## src/hw/upes_pkg.sv

```systemverilog
// Package for the host port event status block: offsets, fields, resets, timing.
// Assumes a 25 MHz controller clock and a 32-bit AXI4-Lite register bus.
package upes_pkg;
   // ****************************************************************
   // Register offsets (word indices)
   // ****************************************************************
   localparam logic [7:0] UPES_PORT0_EVENT_STATUS_OFS = 8'h42; // index, byte addr = 4x
   localparam logic [7:0] UPES_PORT1_EVENT_STATUS_OFS = 8'h44;
   localparam logic [7:0] UPES_PORT0_ENABLE_OFS       = 8'h48;
   localparam logic [7:0] UPES_PORT1_ENABLE_OFS       = 8'h4A;
   localparam logic [7:0] UPES_PORT0_SYSTEM_STATUS_OFS= 8'h4C;
   localparam logic [7:0] UPES_PORT1_SYSTEM_STATUS_OFS= 8'h4E;
   localparam logic [7:0] UPES_DEVICE_STATE_CTRL_OFS  = 8'h50;

   // ****************************************************************
   // Event status field positions
   // ****************************************************************
   localparam int UPES_OVRC_BIT  = 15;
   localparam int UPES_LSCHG_BIT = 14;
   localparam int UPES_DISC_BIT  = 12;
   localparam int UPES_CONN_BIT  = 11;
   localparam int UPES_EOFE_BIT  = 6;
   localparam int UPES_SFAIL_BIT = 5;
   localparam int UPES_SETUP_ACK_BIT = 4;
   localparam logic [15:0] UPES_P0_MASK = 16'hD870;
   localparam logic [15:0] UPES_P1_MASK = 16'hD840;

   // System status / control fields
   localparam int UPES_LINE_STATE_LSB = 0;  // 2-bit line state
   localparam int UPES_OC_MON_LSB     = 14; // 2-bit overcurrent monitor
   localparam int UPES_BUS_ACT_BIT    = 4;
   localparam int UPES_HOST_BIT       = 0;  // host mode in control reg
   localparam int UPES_CLK_EN_BIT     = 1;  // internal clock enable

   // ****************************************************************
   // Reset values and timing
   // ****************************************************************
   localparam logic [15:0] UPES_STATUS_RST = 16'h0000;
   localparam logic [15:0] UPES_ENABLE_RST = 16'h0000;
   localparam logic [15:0] UPES_CTRL_RST   = 16'h0000;
   localparam int UPES_CLK_HZ        = 25_000_000;
   localparam int UPES_ATTACH_NS     = 2500;
   localparam int UPES_ATTACH_CYC    = (UPES_ATTACH_NS * (UPES_CLK_HZ / 1_000_000) + 999) / 1000;
   localparam int UPES_SETUP_TRIES   = 3;

   // Line states
   localparam logic [1:0] UPES_LS_SE0 = 2'b00;
   localparam logic [1:0] UPES_LS_J   = 2'b01;
   localparam logic [1:0] UPES_LS_K   = 2'b10;
   localparam logic [1:0] UPES_LS_SE1 = 2'b11;

   // Setup handshake result codes
   typedef enum logic [2:0] {
      UPES_HS_ACK     = 3'b000,
      UPES_HS_TIMEOUT = 3'b001,
      UPES_HS_CORRUPT = 3'b010,
      UPES_HS_NAK     = 3'b011,
      UPES_HS_NYET    = 3'b100,
      UPES_HS_STALL   = 3'b101
   } upes_hs_e;
endpackage

```

## src/hw/upes_port_if.sv

```systemverilog
// Interface carrying one port's detector signals between top and detector.
// Assumes both ends share mclk.
`timescale 1ns/1ns
interface upes_port_if;
   logic [1:0] lineState;   // Current line state
   logic       portEnabled; // Bus activity enable for the port
   logic       hostMode;    // Host function selected
   logic       eofLate;     // Transaction open at EOF2 pulse
   logic       disconnect;  // Disconnect seen by transceiver
   logic       lsChange;    // Line state changed pulse
   logic       attach;      // Attach qualified pulse
   logic       detach;      // Detach pulse
   logic       eofError;    // EOF error pulse
   modport det (input lineState, portEnabled, hostMode, eofLate, disconnect,
                output lsChange, attach, detach, eofError);
   modport top (output lineState, portEnabled, hostMode, eofLate, disconnect,
                input lsChange, attach, detach, eofError);
endinterface // upes_port_if

```

## src/hw/upes_event_status.sv

```systemverilog
// Top of the host port event status block with an AXI4-Lite register slave.
// Assumes mclk keeps running; the internal clock enable only gates other events.
//
// Register access over AXI4-Lite was left to the implementer.
`timescale 1ns/1ns
module upes_event_status
   import upes_pkg::*;
#(
   parameter int ADDR_W = 12
) (
   // Clock and reset
   input  wire logic              mclk,
   input  wire logic              reset,
   // AXI4-Lite write address and data
   input  wire logic [ADDR_W-1:0] s_axi_awaddr,
   input  wire logic              s_axi_awvalid,
   output logic                   s_axi_awready,
   input  wire logic [31:0]       s_axi_wdata,
   input  wire logic [3:0]        s_axi_wstrb,
   input  wire logic              s_axi_wvalid,
   output logic                   s_axi_wready,
   // AXI4-Lite write response
   output logic [1:0]             s_axi_bresp,
   output logic                   s_axi_bvalid,
   input  wire logic              s_axi_bready,
   // AXI4-Lite read
   input  wire logic [ADDR_W-1:0] s_axi_araddr,
   input  wire logic              s_axi_arvalid,
   output logic                   s_axi_arready,
   output logic [31:0]            s_axi_rdata,
   output logic [1:0]             s_axi_rresp,
   output logic                   s_axi_rvalid,
   input  wire logic              s_axi_rready,
   // Over-current pins
   input  wire logic              port0_overcurrent_pin_a,
   input  wire logic              port0_overcurrent_pin_b,
   input  wire logic              port1_overcurrent_pin,
   // Line states and link events per port
   input  wire logic [1:0]        port0LineState,
   input  wire logic [1:0]        port1LineState,
   input  wire logic [1:0]        portDisconnect,
   input  wire logic [1:0]        portEofLate,
   // Setup transaction results
   input  wire logic              setupDone,
   input  wire logic [2:0]        setupResult,
   // Port control and interrupt
   output logic [1:0]             portIdle,
   output logic                   irqReq
);
   // ****************************************************************
   // State
   // ****************************************************************
   logic [15:0] p0Status_ff, p1Status_ff;
   logic [15:0] p0Enable_ff, p1Enable_ff;
   logic [15:0] ctrl_ff;
   logic [1:0]  busAct_ff;
   logic [1:0]  portIdle_ff;
   logic [2:0]  ocPrev_ff;
   logic [1:0]  failCnt_ff;
   logic        irq_ff;
   logic        awHeld_ff, wHeld_ff, bValid_ff, rValid_ff;
   logic [ADDR_W-1:0] awAddr_ff;
   logic [31:0] wData_ff, rData_ff;
   logic [3:0]  wStrb_ff;
   logic [1:0]  bResp_ff, rResp_ff;

   // ****************************************************************
   // Port detectors
   // ****************************************************************
   upes_port_if portBus [2] ();
   logic [1:0] lsChg, attach, detach, frame_end_error_flag;
   logic [1:0] lineSt [2];
   assign lineSt[0] = port0LineState;
   assign lineSt[1] = port1LineState;

   // One detector per port
   for (genvar p = 0; p < 2; p++) begin : g_port
      assign portBus[p].lineState   = lineSt[p];
      assign portBus[p].portEnabled = busAct_ff[p];
      assign portBus[p].hostMode    = ctrl_ff[UPES_HOST_BIT];
      assign portBus[p].eofLate     = portEofLate[p];
      assign portBus[p].disconnect  = portDisconnect[p];
      assign lsChg[p]  = portBus[p].lsChange;
      assign attach[p] = portBus[p].attach;
      assign detach[p] = portBus[p].detach;
      assign frame_end_error_flag[p] = portBus[p].eofError;
      upes_port_detect u_det (
         .mclk  (mclk),
         .reset (reset),
         .port  (portBus[p].det)
      );
   end

   // ****************************************************************
   // Event decode
   // ****************************************************************
   logic        clkOn, setupFail, setupAck, ocChg0, ocChg1, setupOk;
   logic [15:0] p0Set, p1Set;
   assign clkOn = ctrl_ff[UPES_CLK_EN_BIT];
   assign ocChg0 = (port0_overcurrent_pin_a != ocPrev_ff[0])
                   || (port0_overcurrent_pin_b != ocPrev_ff[1]);
   assign ocChg1 = port1_overcurrent_pin != ocPrev_ff[2];
   assign setupOk   = setupResult == UPES_HS_ACK;
   assign setupAck  = setupDone && setupOk && clkOn;
   assign setupFail = setupDone && !setupOk && clkOn
                      && (failCnt_ff == 2'(UPES_SETUP_TRIES - 1));
   // only OC and line state change ignore clock enable
   assign p0Set = (16'(ocChg0) << UPES_OVRC_BIT) | (16'(lsChg[0]) << UPES_LSCHG_BIT)
                | (16'(detach[0] && clkOn) << UPES_DISC_BIT)
                | (16'(attach[0] && clkOn) << UPES_CONN_BIT)
                | (16'(frame_end_error_flag[0] && clkOn) << UPES_EOFE_BIT)
                | (16'(setupFail) << UPES_SFAIL_BIT) | (16'(setupAck) << UPES_SETUP_ACK_BIT);
   assign p1Set = (16'(ocChg1) << UPES_OVRC_BIT) | (16'(lsChg[1]) << UPES_LSCHG_BIT)
                | (16'(detach[1] && clkOn) << UPES_DISC_BIT)
                | (16'(attach[1] && clkOn) << UPES_CONN_BIT)
                | (16'(frame_end_error_flag[1] && clkOn) << UPES_EOFE_BIT);

   // ****************************************************************
   // Bus decode
   // ****************************************************************
   logic        wrFire, rdFire;
   logic [7:0]  wrIdx, rdIdx;
   logic [15:0] wMask, wLow;
   assign wrFire = awHeld_ff && wHeld_ff && !bValid_ff;
   assign rdFire = s_axi_arvalid && !rValid_ff;
   assign wrIdx  = 8'(awAddr_ff >> 2);
   assign rdIdx  = 8'(s_axi_araddr >> 2);
   assign wMask  = {{8{wStrb_ff[1]}}, {8{wStrb_ff[0]}}};
   assign wLow   = wData_ff[15:0];
   logic wrP0St, wrP1St, wrP0En, wrP1En, wrCtrl, wrHit, rdHit;
   assign wrP0St = wrFire && wrIdx == UPES_PORT0_EVENT_STATUS_OFS;
   assign wrP1St = wrFire && wrIdx == UPES_PORT1_EVENT_STATUS_OFS;
   assign wrP0En = wrFire && wrIdx == UPES_PORT0_ENABLE_OFS;
   assign wrP1En = wrFire && wrIdx == UPES_PORT1_ENABLE_OFS;
   assign wrCtrl = wrFire && wrIdx == UPES_DEVICE_STATE_CTRL_OFS;
   assign wrHit  = wrP0St | wrP1St | wrP0En | wrP1En | wrCtrl
                   | (wrIdx == UPES_PORT0_SYSTEM_STATUS_OFS)
                   | (wrIdx == UPES_PORT1_SYSTEM_STATUS_OFS);

   // zero clears; set wins over clear
   logic [15:0] p0Clr, p1Clr, nxt_p0Status, nxt_p1Status;
   assign p0Clr = wrP0St ? (wMask & ~wLow) : 16'h0000;
   assign p1Clr = wrP1St ? (wMask & ~wLow) : 16'h0000;
   assign nxt_p0Status = ((p0Status_ff & ~p0Clr) | p0Set) & UPES_P0_MASK;
   assign nxt_p1Status = ((p1Status_ff & ~p1Clr) | p1Set) & UPES_P1_MASK;

   // Read mux; live pin and line levels
   logic [31:0] rdVal;
   always_comb begin
      rdHit = 1'b1;
      rdVal = 32'h0000_0000;
      case (rdIdx)
         UPES_PORT0_EVENT_STATUS_OFS:  rdVal = {16'h0000, p0Status_ff};
         UPES_PORT1_EVENT_STATUS_OFS:  rdVal = {16'h0000, p1Status_ff};
         UPES_PORT0_ENABLE_OFS:        rdVal = {16'h0000, p0Enable_ff};
         UPES_PORT1_ENABLE_OFS:        rdVal = {16'h0000, p1Enable_ff};
         UPES_DEVICE_STATE_CTRL_OFS:   rdVal = {16'h0000, ctrl_ff};
         UPES_PORT0_SYSTEM_STATUS_OFS:
            rdVal = 32'({port0_overcurrent_pin_b, port0_overcurrent_pin_a}) << UPES_OC_MON_LSB
                  | 32'(port0LineState) << UPES_LINE_STATE_LSB
                  | 32'(busAct_ff[0]) << UPES_BUS_ACT_BIT;
         UPES_PORT1_SYSTEM_STATUS_OFS:
            rdVal = 32'({1'b0, port1_overcurrent_pin}) << UPES_OC_MON_LSB
                  | 32'(port1LineState) << UPES_LINE_STATE_LSB
                  | 32'(busAct_ff[1]) << UPES_BUS_ACT_BIT;
         default:                      rdHit = 1'b0;
      endcase
   end

   // ****************************************************************
   // AXI4-Lite handshakes
   // ****************************************************************
   // Address and data taken independently, answered once both are held
   always_ff @(posedge mclk or posedge reset) begin
      if (reset) begin
         awHeld_ff <= 1'b0;
         wHeld_ff  <= 1'b0;
         bValid_ff <= 1'b0;
         awAddr_ff <= '0;
         wData_ff  <= 32'h0000_0000;
         wStrb_ff  <= 4'h0;
         bResp_ff  <= 2'b00;
      end else begin
         if (s_axi_awvalid && s_axi_awready) begin
            awHeld_ff <= 1'b1;
            awAddr_ff <= s_axi_awaddr;
         end
         if (s_axi_wvalid && s_axi_wready) begin
            wHeld_ff <= 1'b1;
            wData_ff <= s_axi_wdata;
            wStrb_ff <= s_axi_wstrb;
         end
         if (wrFire) begin
            awHeld_ff <= 1'b0;
            wHeld_ff  <= 1'b0;
            bValid_ff <= 1'b1;
            bResp_ff  <= wrHit ? 2'b00 : 2'b10; // SLVERR on unmapped
         end else if (bValid_ff && s_axi_bready) begin
            bValid_ff <= 1'b0;
         end
      end
   end

   // Read channel: one-cycle answer registered from the mux
   always_ff @(posedge mclk or posedge reset) begin
      if (reset) begin
         rValid_ff <= 1'b0;
         rData_ff  <= 32'h0000_0000;
         rResp_ff  <= 2'b00;
      end else if (rdFire) begin
         rValid_ff <= 1'b1;
         rData_ff  <= rdVal;
         rResp_ff  <= rdHit ? 2'b00 : 2'b10;
      end else if (rValid_ff && s_axi_rready) begin
         rValid_ff <= 1'b0;
      end
   end

   // ****************************************************************
   // Registers and event state
   // ****************************************************************
   // status clear at reset
   always_ff @(posedge mclk or posedge reset) begin
      if (reset) begin
         p0Status_ff <= UPES_STATUS_RST;
         p1Status_ff <= UPES_STATUS_RST;
         p0Enable_ff <= UPES_ENABLE_RST;
         p1Enable_ff <= UPES_ENABLE_RST;
         ctrl_ff     <= UPES_CTRL_RST;
         ocPrev_ff   <= 3'b000;
         failCnt_ff  <= 2'b00;
      end else begin
         p0Status_ff <= nxt_p0Status;
         p1Status_ff <= nxt_p1Status;
         ocPrev_ff   <= {port1_overcurrent_pin, port0_overcurrent_pin_b,
                         port0_overcurrent_pin_a};
         if (wrP0En) p0Enable_ff <= (p0Enable_ff & ~wMask) | (wLow & wMask);
         if (wrP1En) p1Enable_ff <= (p1Enable_ff & ~wMask) | (wLow & wMask);
         if (wrCtrl) ctrl_ff <= (ctrl_ff & ~wMask) | (wLow & wMask);
         if (setupDone && clkOn)
            failCnt_ff <= (setupOk || setupFail) ? 2'b00 : failCnt_ff + 2'b01;
      end
   end

   // Bus activity enables; hardware clear beats software set
   always_ff @(posedge mclk or posedge reset) begin
      if (reset) begin
         busAct_ff   <= 2'b00;
         portIdle_ff <= 2'b00;
      end else begin
         for (int p = 0; p < 2; p++) begin
            if ((detach[p] || frame_end_error_flag[p]) && clkOn) begin
               busAct_ff[p]   <= 1'b0;
               portIdle_ff[p] <= 1'b1;
            end else if (wrCtrl && wStrb_ff[0]) begin
               busAct_ff[p]   <= wLow[UPES_BUS_ACT_BIT + 2 + p];
               portIdle_ff[p] <= 1'b0;
            end
         end
      end
   end

   always_ff @(posedge mclk or posedge reset) begin
      if (reset) irq_ff <= 1'b0;
      else irq_ff <= |(nxt_p0Status & p0Enable_ff) || |(nxt_p1Status & p1Enable_ff);
   end

   // Output drive straight from flops
   assign s_axi_awready = !awHeld_ff && !bValid_ff;
   assign s_axi_wready  = !wHeld_ff && !bValid_ff;
   assign s_axi_bvalid  = bValid_ff;
   assign s_axi_bresp   = bResp_ff;
   assign s_axi_arready = !rValid_ff;
   assign s_axi_rvalid  = rValid_ff;
   assign s_axi_rdata   = rData_ff;
   assign s_axi_rresp   = rResp_ff;
   assign portIdle      = portIdle_ff;
   assign irqReq        = irq_ff;
endmodule // upes_event_status

```

## src/hw/upes_port_detect.sv

```systemverilog
// Per-port line event detector: line change, attach qualification, detach, EOF.
// Assumes synchronous inputs on mclk.
`timescale 1ns/1ns
module upes_port_detect
   import upes_pkg::*;
(
   // Clock and reset
   input wire logic  mclk,
   input wire logic  reset,
   // Port signals
   upes_port_if.det  port
);
   logic [1:0]  prevState_ff;
   logic [7:0]  holdCnt_ff;
   logic        armed_ff;
   logic        lsChange_ff;
   logic        attach_ff;
   logic        isJk;
   logic        stateMoved;

   // Decode of the raw line state
   assign isJk       = (port.lineState == UPES_LS_J) || (port.lineState == UPES_LS_K);
   assign stateMoved = port.lineState != prevState_ff;

   // Track line state; SE1 moves raise no change event
   always_ff @(posedge mclk or posedge reset) begin
      if (reset) begin
         prevState_ff <= UPES_LS_SE0;
         lsChange_ff  <= 1'b0;
      end else begin
         prevState_ff <= port.lineState;
         lsChange_ff  <= stateMoved && (port.lineState != UPES_LS_SE1)
                         && (prevState_ff != UPES_LS_SE1);
      end
   end

   // Attach qualifier: new J or K held for the full time
   always_ff @(posedge mclk or posedge reset) begin
      if (reset) begin
         holdCnt_ff   <= 8'h00;
         armed_ff     <= 1'b0;
         attach_ff    <= 1'b0;
      end else begin
         attach_ff <= 1'b0;
         if (stateMoved) begin
            holdCnt_ff   <= 8'h00;
            armed_ff     <= isJk;
         end else if (armed_ff) begin
            if (holdCnt_ff == 8'(UPES_ATTACH_CYC - 1)) begin
               armed_ff  <= 1'b0;
               attach_ff <= port.hostMode && !port.portEnabled;
            end else begin
               holdCnt_ff <= holdCnt_ff + 8'h01;
            end
         end
      end
   end

   assign port.detach   = port.disconnect && port.portEnabled && port.hostMode;
   assign port.eofError = port.eofLate && port.portEnabled && port.hostMode;
   assign port.lsChange = lsChange_ff;
   assign port.attach   = attach_ff;
endmodule // upes_port_detect

```

## config.mk

```make
export PLATFORM = sky130hd
export DESIGN_NAME = upes_event_status
export DESIGN_NICKNAME = d
export VERILOG_FILES = /design/src/hw/upes_pkg.sv /design/src/hw/upes_port_if.sv /design/src/hw/upes_event_status.sv /design/src/hw/upes_port_detect.sv
export SDC_FILE = /design/constraint.sdc
export NUM_CORES = 1
export LEC_CHECK = 0
export BUFFER_PORTS_ARGS = -buffer_cell sky130_fd_sc_hd__buf_2
export CORE_MARGIN = 2
export CORE_UTILIZATION = 45
export DETAILED_ROUTE_END_ITERATION = 12
export GPL_TIMING_DRIVEN = 0
export HOLD_SLACK_MARGIN = 0.05
export PLACE_DENSITY_LB_ADDON = 0.1
export SLEW_MARGIN = 30
export SYNTH_ARGS = -nofsm -noshare
export SYNTH_HDL_FRONTEND = slang
export SYNTH_SLANG_ARGS = --single-unit
```

## constraint.sdc

```tcl
create_clock -name mclk -period 5.1 [get_ports mclk]
set_clock_uncertainty 0.05 [all_clocks]
set_input_delay 0.255 -clock mclk [delete_from_list [all_inputs] [get_ports mclk]]
set_output_delay 0.255 -clock mclk [all_outputs]
set_load 0.005 [all_outputs]
```

==> reports/qor.csv, run 1 <==
metric;value;unit
ys_types;55;
die_area;0.0156;sq mm
power_density;393;mW/mm^2
tns;0;ps
start_util;45.6;%
drive_above_1_share;30.2;%
clkPwrFrac;34.7;%
core.rowCount;44;
combPwrFrac;18.0;%
cts_buffers;17;
post-route-period-util;54.3;%
leakage;3.92;nW
period_needed;2770;ps
switchingPower;0.930;mW
grt_pass1_wl;26.7;mm
hp-class;input pin to register;
crit_type;register to register;
io_pins;126;
final_common_cell;dfrtp_1;
endpoint;irqReq$_DFF_PP0_;
post_cts_resize_count;0;
die_width;125;microns
post-route-drc-count;0;
syn_inst;550;
dp.cells;833;
ant_nets;0;
drt-initial-drc-count;399;
cp.required;5330;ps
critPathArrivalTime;3000;ps
r2r_end;irqReq$_DFF_PP0_;
num_vias;5001;
fmax;0.361;GHz
cts.sinks;144;
startpoint;awAddr_ff[6]$_DFFE_PP0P_;
power_frac_seq;47.3;%
syn_area;0.00658;sq mm
finalNetCount;797;
synth-edff-count;0;
total_power;3.26;mW
cts_setup_buffers;0;
yosys_warnings;0;
power_switching_share;28.6;%
worstReg2RegStart;awAddr_ff[6]$_DFFE_PP0P_;
synth_top_area_share;54.8;%
firstDrtPassIters;6;
hold_viol_final;0;
pre_cts_ws;2170;ps
antenna_cells;0;
grt_setup_unrepaired;false;
ys_seq_area_share;54.8;%
postRouteWirelength;16.4;mm
slew_viol_final;0;
cts.reportedPaths.clkPinSlew;60;ps
clk_path_buf_depth;2;
coreArea;0.0144;sq mm
clock_latency;410;ps
grt_usage;22.0;%
status;completed;
r2r_slack;2330;ps
grt_pass1_vias;5011;
synthArstFlopShare;100;%
final_cell_mix;dfrtp_1, mux2_2, buf_2;
slew_headroom;35.0;%
htree_levels;4;
grt_antenna_before_repair;0;
cts_root_buffer;clkbuf_16;
io_buffers;81;
fillers;1226;
via_per_inst;5.54;
worst_ir_drop_vdd;0.241;mV
cap_violations;0;
fin_ws;2330;ps
reg2reg_depth;5;
finalSetupViolCount;0;
grt_overflow_total;0;
areaGrowthSynthToFinish;25.7;%
p_int;2.33;mW
netlist_top_cells_area;dfrtp_1, mux2_2, buf_4;
startpoint_type;register;
avgSynthCellArea;12.0;sq um
end_kind;register;
crit_fanout;4;
grt_max_degree;80;
synth-main-ff-cell;dfrtp_1;
fp.dieH;125;microns
fin_cells;903;
utilization;57.4;%
yosysTopAreaCell;dfrtp_1;
dp_hpwl;11.4;mm
place.gp.congestion;0.913;
wl_per_cell;18.1;microns
synth-seq-cells;144;
cts_tree;built;
tightest_slew;962;ps
## cell type report
type / instances / area [sq um] / area share (%)
clock inverter: 7 / 62.6 / 0.756
clock buffer: 23 / 468 / 5.66
multi-input combinational: 373 / 2810 / 34.0
inverter: 14 / 60.1 / 0.726
timing repair buffer: 122 / 833 / 10.1
sequential: 144 / 3600 / 43.6
tap: 184 / 230 / 2.78
buffer: 36 / 206 / 2.50
## power by group through the flow
stage / clock, mW / sequential, mW / combinational [mW]
2_1_floorplan: 0 / 1.48 / 0.408
3_3_place_gp: 0 / 1.55 / 0.536
3_5_place_dp: 0 / 1.56 / 0.564
4_1_cts: 1.16 / 1.54 / 0.589
5_1_grt: 1.21 / 1.57 / 0.648
6_report: 1.13 / 1.54 / 0.585
## how the worst min path moves through the flow
| stage | startpoint | endpoint | cells past startpoint |
|---|---|---|---|
| 2_1_floorplan | port0LineState[0] | g_port[0].u_det.prevState_ff[0]$_DFF_PP0_ | 0 |
| 3_3_place_gp | port0_overcurrent_pin_b | ocPrev_ff[1]$_DFF_PP0_ | 1 |
| 3_5_place_dp | reset | g_port[0].u_det.holdCnt_ff[1]$_DFFE_PP0P_ | 2 |
| 4_1_cts | portEofLate[0] | p0Status_ff[6]$_DFF_PP0_ | 2 |
| 5_1_grt | portEofLate[0] | p0Status_ff[6]$_DFF_PP0_ | 2 |
| 6_report | portEofLate[0] | p0Status_ff[6]$_DFF_PP0_ | 2 |
## synthesized netlist by cell type, drive strengths merged, types with 7 or more instances
cell and n:
a21o 11, a21oi 13, a222oi 12, a22o 11, buf 21, clkbuf 15
dfrtp 144, ha 7, inv 14, mux2 81, nand2 38, nand3 15
nand4 9, nor2 31, o21ai 17, xor2 16
## logic make-up after synthesis
| logic type | after synthesis | share of synthesized area (%) |
|---|---|---|
| AOI/OAI and AO/OA | 96 | 10.7 |
| xor gates and xnor gates | 22 | 2.93 |
| adders and majority gates | 7 | 1.33 |
| buffers and inverters | 50 | 3.94 |
| DFF | 144 | 54.8 |
| muxes | 83 | 14.2 |
| other | 1 | 0.0570 |
| and+or+nand+nor | 147 | 12.1 |
## critical path, cell delays in order, from the launching register on
cell	delay (ps)
dfrtp_1	400
or4b_1	630
or4_1	540
a22o_1	220
a22o_1	250
or4_1	540
## layer usage
layer  vias to the layer above  track usage [%]  share of wire [%]
li1                       2311                -                  -
met2                       158             34.2                 48
met4                         0             8.63                2.2
met3                        23             5.48                6.5
met1                      2509             30.1                 44
met5                         -                0                  0
## stage by stage
stage	hold WS [ps]	instance area, sq um
floorplan	236	6650
global placement	359	7280
detailed placement	280	7340
CTS	68.1	8270
global route	67.3	8270
finish	87.5	8270
## timing repair
action | 4_1_cts | 5_1_grt
hold buffers | 40 | 0
hold endpoints to repair | 104 | 0
setup endpoints to repair | 0 | 0
Note: power is estimated with default switching activity, not from simulation.
==> run 2: changes to the inputs <==
clock period = 2.5 ns   (was 5.1 ns; I/O delays follow)
==> run 2 against run 1 <==
- the run now ends with setup timing left
- worst hold slack improved by 20 ps
- critical path depth did not move
- register-to-register slack worse by 2500 ps
- sequential cell count unchanged
- core utilization rose by 2.6 points
- sequential power increased by 100%
- first-iteration DRC count increased by 15%
- final cell count up 2.0%
- routed wire length grew 2.3%
- via count increased by 1.1%
- sequential share of layout area fell by 1.8 points
- combinational power up 140%
- largest cell class unchanged
==> reports/qor.csv, run 2 (synthesis gave the netlist of run 1 again) <==
metric;value;unit;change
power_density;863;mW/mm^2;+120%
startpoint_type;register;;
hp-class;input pin to register;;
tightest_slew;910;ps;-51.7 ps
cts.sinks;144;;unchanged
final_cell_mix;dfrtp_1, buf_2, mux2_2;;
cp_cell_sequence;or4b_4 > or4_4 > a22o_1 > a22o_1 > or4_4;;
crit_type;register to register;;
fp.dieH;125;microns;unchanged
final_common_cell;dfrtp_1;;
fin_ws;-151;ps;-2480 ps
leakage;4.09;nW;+4.4%
areaGrowthSynthToFinish;31.4;%;
grt_setup_unrepaired;true;;
critPathArrivalTime;2890;ps;-110 ps
slew_headroom;39.1;%;+4.2 points
finalNetCount;813;;+2.0%
coreArea;0.0144;sq mm;unchanged
cts.reportedPaths.clkPinSlew;60;ps;about the same
grt_usage;22.3;%;+0.31 points
via_per_inst;5.49;;-0.86%
post-route-period-util;106;%;+52 points
critPathSlowestCell;or4b_4;;
grt_pass1_vias;5124;;+2.3%
drt-initial-drc-count;459;;+15%
crit_fanout;4;;unchanged
violations;setup timing;;
firstDrtPassIters;5;;-1
cts_root_buffer;clkbuf_16;;
pre_cts_ws;-295;ps;-2460 ps
fmax;0.377;GHz;+4.5%
postRouteWirelength;16.8;mm;+2.3%
clock_latency;420;ps;about the same
finalSetupViolCount;1;;+1
slowest_delay;580;ps;-50 ps
num_vias;5057;;+1.1%
place.gp.congestion;0.814;;-11%
end_kind;register;;
hold_viol_final;0;;unchanged
grt_max_degree;31;;-61%
cap_violations;0;;unchanged
post-route-drc-count;0;;unchanged
cts_tree;built;;
ant_nets;0;;unchanged
cp.required;2740;ps;-2590 ps
antenna_cells;0;;unchanged
status;finished with violations;;
io_buffers;81;;unchanged
start_util;45.6;%;unchanged
stdcell_area;0.00865;sq mm;+4.6%
dp_hpwl;11.8;mm;+3.0%
cts_buffers;17;;unchanged
slew_viol_final;0;;unchanged
clk_path_buf_depth;2;;unchanged
grt_pass1_wl;26.9;mm;+1.0%
drive_above_1_share;33.9;%;+3.7 points
htree_levels;4;;unchanged
wl_per_cell;18.2;microns;+0.32%
dpl_cell_area;0.00742;sq mm;+1.1%
core.rowCount;44;;unchanged
die_area;0.0156;sq mm;unchanged
io_pins;126;;unchanged
die_width;125;microns;unchanged
period_needed;2650;ps;-119 ps
worst_ir_drop_vdd;0.727;mV;+200%
utilization;60.0;%;+2.6 points
grt_antenna_before_repair;0;;unchanged
grt_overflow_total;0;;unchanged
## run 2: what timing repair did
action,4_1_cts,5_1_grt
buffers inserted,7,3
hold buffers,43,0
endpoints found under the setup margin,10,26
endpoints found under the hold margin,90,0
resized for setup,9,7
pin swaps,1,0
## run 2: where the power goes
group | switching [mW] | leakage [nW] | internal (mW)
logic | 0.646 | 1.91 | 0.772
clock network | 1.03 | 0.325 | 1.89
registers | 0.406 | 1.86 | 2.73
total | 2.08 | 4.09 | 5.39
## run 2: area by class of cell
cell class              instances  area, sq um
flip-flops and latches        144         3610
plain buffers                  35          213
well taps                     184          230
repair buffers                139         1030
inverters                      14         56.3
clock buffers                  17          425
clock inverters                15          253
multi-input cells             373         2840
fillers                      1195         5770
## run 2: worst paths after layout
kind	start	end	slack (ps)	depth (start not counted)
max	awAddr_ff[2]$_DFFE_PP0P_	irqReq$_DFF_PP0_	-150	5
min	s_axi_arvalid	s_axi_rresp[1]$_DFFE_PP0P_	110	3
max reg2reg	awAddr_ff[2]$_DFFE_PP0P_	irqReq$_DFF_PP0_	-150	5
min reg2reg	s_axi_rdata[5]$_DFFE_PP0P_	s_axi_rdata[5]$_DFFE_PP0P_	420	1
max in group asynchronous	reset	g_port[0].u_det.prevState_ff[1]$_DFF_PP0_	1250	6
min in group asynchronous	reset	s_axi_bvalid$_DFFE_PP0P_	240	3
## run 2: per-stage QoR
| step | total power, mW | std cells | hold slack, ps | TNS, ps |
|---|---|---|---|---|
| final | 7.47 | 921 | 108 | -151 |
| after global routing | 7.81 | 921 | 104 | -177 |
| after detailed placement | 4.35 | 837 | 137 | -4560 |
| after floorplan | 3.87 | 567 | 106 | 0 |
| after global placement | 4.26 | 832 | 231 | -53020 |
| after CTS | 7.44 | 919 | 86.1 | -139 |
## run 2: worst max-delay path: cells and delay by family, from the launching register on
| kind | cells | cell delay [ps] |
|---|---|---|
| flip-flops | 1 | 430 |
| AO/OA/AOI/OAI | 2 | 450 |
| AND/OR/NAND/NOR | 3 | 1590 |
## run 2: routing by layer
metal / track usage (%) / vias to the layer above / wire [microns]
li1: - / 2343 / -
met1: 29.4 / 2539 / 7270
met2: 37.6 / 153 / 8400
met3: 5.35 / 22 / 865
met4: 5.62 / 0 / 227
met5: 0 / - / 0
==> run 3: changes to the inputs <==
CELL_PAD_IN_SITES_DETAIL_PLACEMENT = 1   (was unset)
CELL_PAD_IN_SITES_GLOBAL_PLACEMENT = 2   (was unset)
CORE_UTILIZATION = 33   (was 45)
==> run 3 against run 2 <==
- the flow still finishes with violations (setup timing)
- design area up 1.3%
- sequential power up 1%
- sequential share of layout area is 0.55 points lower
- via count decreased by 0.20%
- die area rose by 35%
- routed wire length grew 13%
- largest power group unchanged
==> reports/qor.csv, run 3 (synthesis gave the netlist of run 1 again) <==
metric;value;unit;change
status;finished with violations;;
violations;setup timing;;
startpoint;awAddr_ff[2]$_DFFE_PP0P_;;
power_density;860;mW/mm^2;-0.35%
grt_pass1_wl;30.3;mm;+12%
utilization;44.9;%;-15 points
firstDrtPassIters;4;;-1
grt_pass1_vias;5420;;+5.8%
fin_ws;-154;ps;-2.79 ps
cts_root_buffer;clkbuf_16;;
crit_family;simple AND/OR/NAND/NOR gates;;
finalNetCount;812;;-0.12%
start_util;33.7;%;-12 points
postRouteWirelength;19.0;mm;+13%
cts_tree;built;;
multi_input_area;0.00285;sq mm;+0.40%
grt_overflow_total;0;;unchanged
crit_type;register to register;;
areaGrowthSynthToFinish;33.2;%;
via_per_inst;5.05;;-8.0%
die_area;0.0211;sq mm;+35%
holdWs;66.5;ps;-41.4 ps
htree_levels;4;;unchanged
critPathArrivalTime;2880;ps;about the same
tightest_slew;861;ps;-49.6 ps
slew_headroom;42.4;%;+3.2 points
crit_fanout;4;;unchanged
place.gp.congestion;0.807;;-0.84%
io_buffers;81;;unchanged
dp_hpwl;13.6;mm;+15%
r2r_slack;-150;ps;about the same
fin_cells;999;;+8.5%
worstReg2RegStart;awAddr_ff[2]$_DFFE_PP0P_;;
slowest_delay;580;ps;about the same
leakage;4.11;nW;+0.33%
fmax;0.377;GHz;-0.11%
antenna_cells;0;;unchanged
reg2reg_depth;5;;unchanged
end_kind;register;;
num_vias;5047;;-0.20%
dpl_cell_area;0.00751;sq mm;+1.3%
cap_violations;0;;unchanged
post-route-period-util;106;%;+0.11 points
r2r_end;irqReq$_DFF_PP0_;;
cts.reportedPaths.clkPinSlew;60;ps;about the same
clock_latency;430;ps;about the same
fillers;2139;;+79%
io_pins;126;;unchanged
finalSetupViolCount;1;;unchanged
grt_usage;18.6;%;-3.7 points
clk_path_buf_depth;2;;unchanged
total_power;7.54;mW;+0.94%
cp.required;2730;ps;about the same
worst_ir_drop_vdd;0.452;mV;-38%
drive_above_1_share;33.9;%;about the same
die_width;145;microns;+16%
startpoint_type;register;;
dp.cells;918;;+9.7%
post-route-drc-count;0;;unchanged
seqCellArea;0.00361;sq mm;about the same
fp.dieH;145;microns;+16%
cts.sinks;144;;unchanged
cp_cell_sequence;or4b_4 > or4_4 > a22o_1 > a22o_1 > or4_4;;
grt_max_degree;31;;unchanged
drt-initial-drc-count;237;;-48%
hold_depth;3;;unchanged
hold_path_startpoint;setupResult[2];;
hold-path-endpoint;failCnt_ff[1]$_DFFE_PP0P_;;
hold_viol_final;0;;unchanged
hp-class;input pin to register;;
wl_per_cell;19.0;microns;+4.3%
stdcell_area;0.00876;sq mm;+1.3%
slew_viol_final;0;;unchanged
ant_nets;0;;unchanged
cts_buffers;17;;unchanged
final_cell_mix;dfrtp_1, mux2_2, buf_2;;
coreArea;0.0195;sq mm;+35%
critPathSlowestCell;or4b_4;;
final_common_cell;dfrtp_1;;
period_needed;2650;ps;+2.79 ps
core.rowCount;51;;+16%
worst-path-buf-inv;0;;unchanged
grt_setup_unrepaired;true;;
grt_antenna_before_repair;0;;unchanged
[run 3: worst max-delay path by stage]
stage | to | slack, ps | cells after the start
6_report | irqReq$_DFF_PP0_ | -150 | 5
5_1_grt | irqReq$_DFF_PP0_ | -200 | 5
4_1_cts | irqReq$_DFF_PP0_ | -130 | 5
3_5_place_dp | s_axi_rdata[6]$_DFFE_PP0P_ | -410 | 8
3_3_place_gp | s_axi_rdata[6]$_DFFE_PP0P_ | -430 | 8
2_1_floorplan | irqReq$_DFF_PP0_ | 0.8 | 5
[run 3: cell type report]
class	count	share of cell area, %
clock inverter	10	2.66
timing repair buffer	138	11.5
clock buffer	20	5.21
inverter	14	0.642
multi-input combinational	373	32.5
tap	265	3.78
buffer	35	2.48
sequential	144	41.2
[run 3: power by group]
part	leakage (nW)	internal (mW)	switching [mW]
logic	1.91	0.746	0.638
clock network	0.336	2.02	0.974
registers	1.86	2.73	0.442
total	4.11	5.49	2.05
[run 3: worst reg2reg max path: cells and delay by family (launching register included)]
family / cells / cell delay (ps)
flip-flops: 1 / 430
AND/OR/NAND/NOR: 3 / 1580
AO/OA/AOI/OAI: 2 / 470
[run 3: stage by stage]
step / setup slack [ps] / setup TNS [ps]
after floorplan: 0.798 / 0
after global placement: -435 / -64220
after detailed placement: -414 / -6160
after CTS: -129 / -129
after global routing: -199 / -271
final: -154 / -154
[run 3: routing by layer]
layer	routed length, microns	track usage, %	vias to the layer above
li1	-	-	2340
met1	8650	24.3	2604
met2	9470	31.4	90
met3	689	4.09	13
met4	146	4.46	0
met5	0	0	-
[run 3: repair_timing]
item	in CTS	in global routing
endpoints found under the hold margin	136	0
pin swaps	5	1
endpoints found under the setup margin	10	27
buffers inserted	6	3
gates resized for setup	8	10
hold buffers	43	0
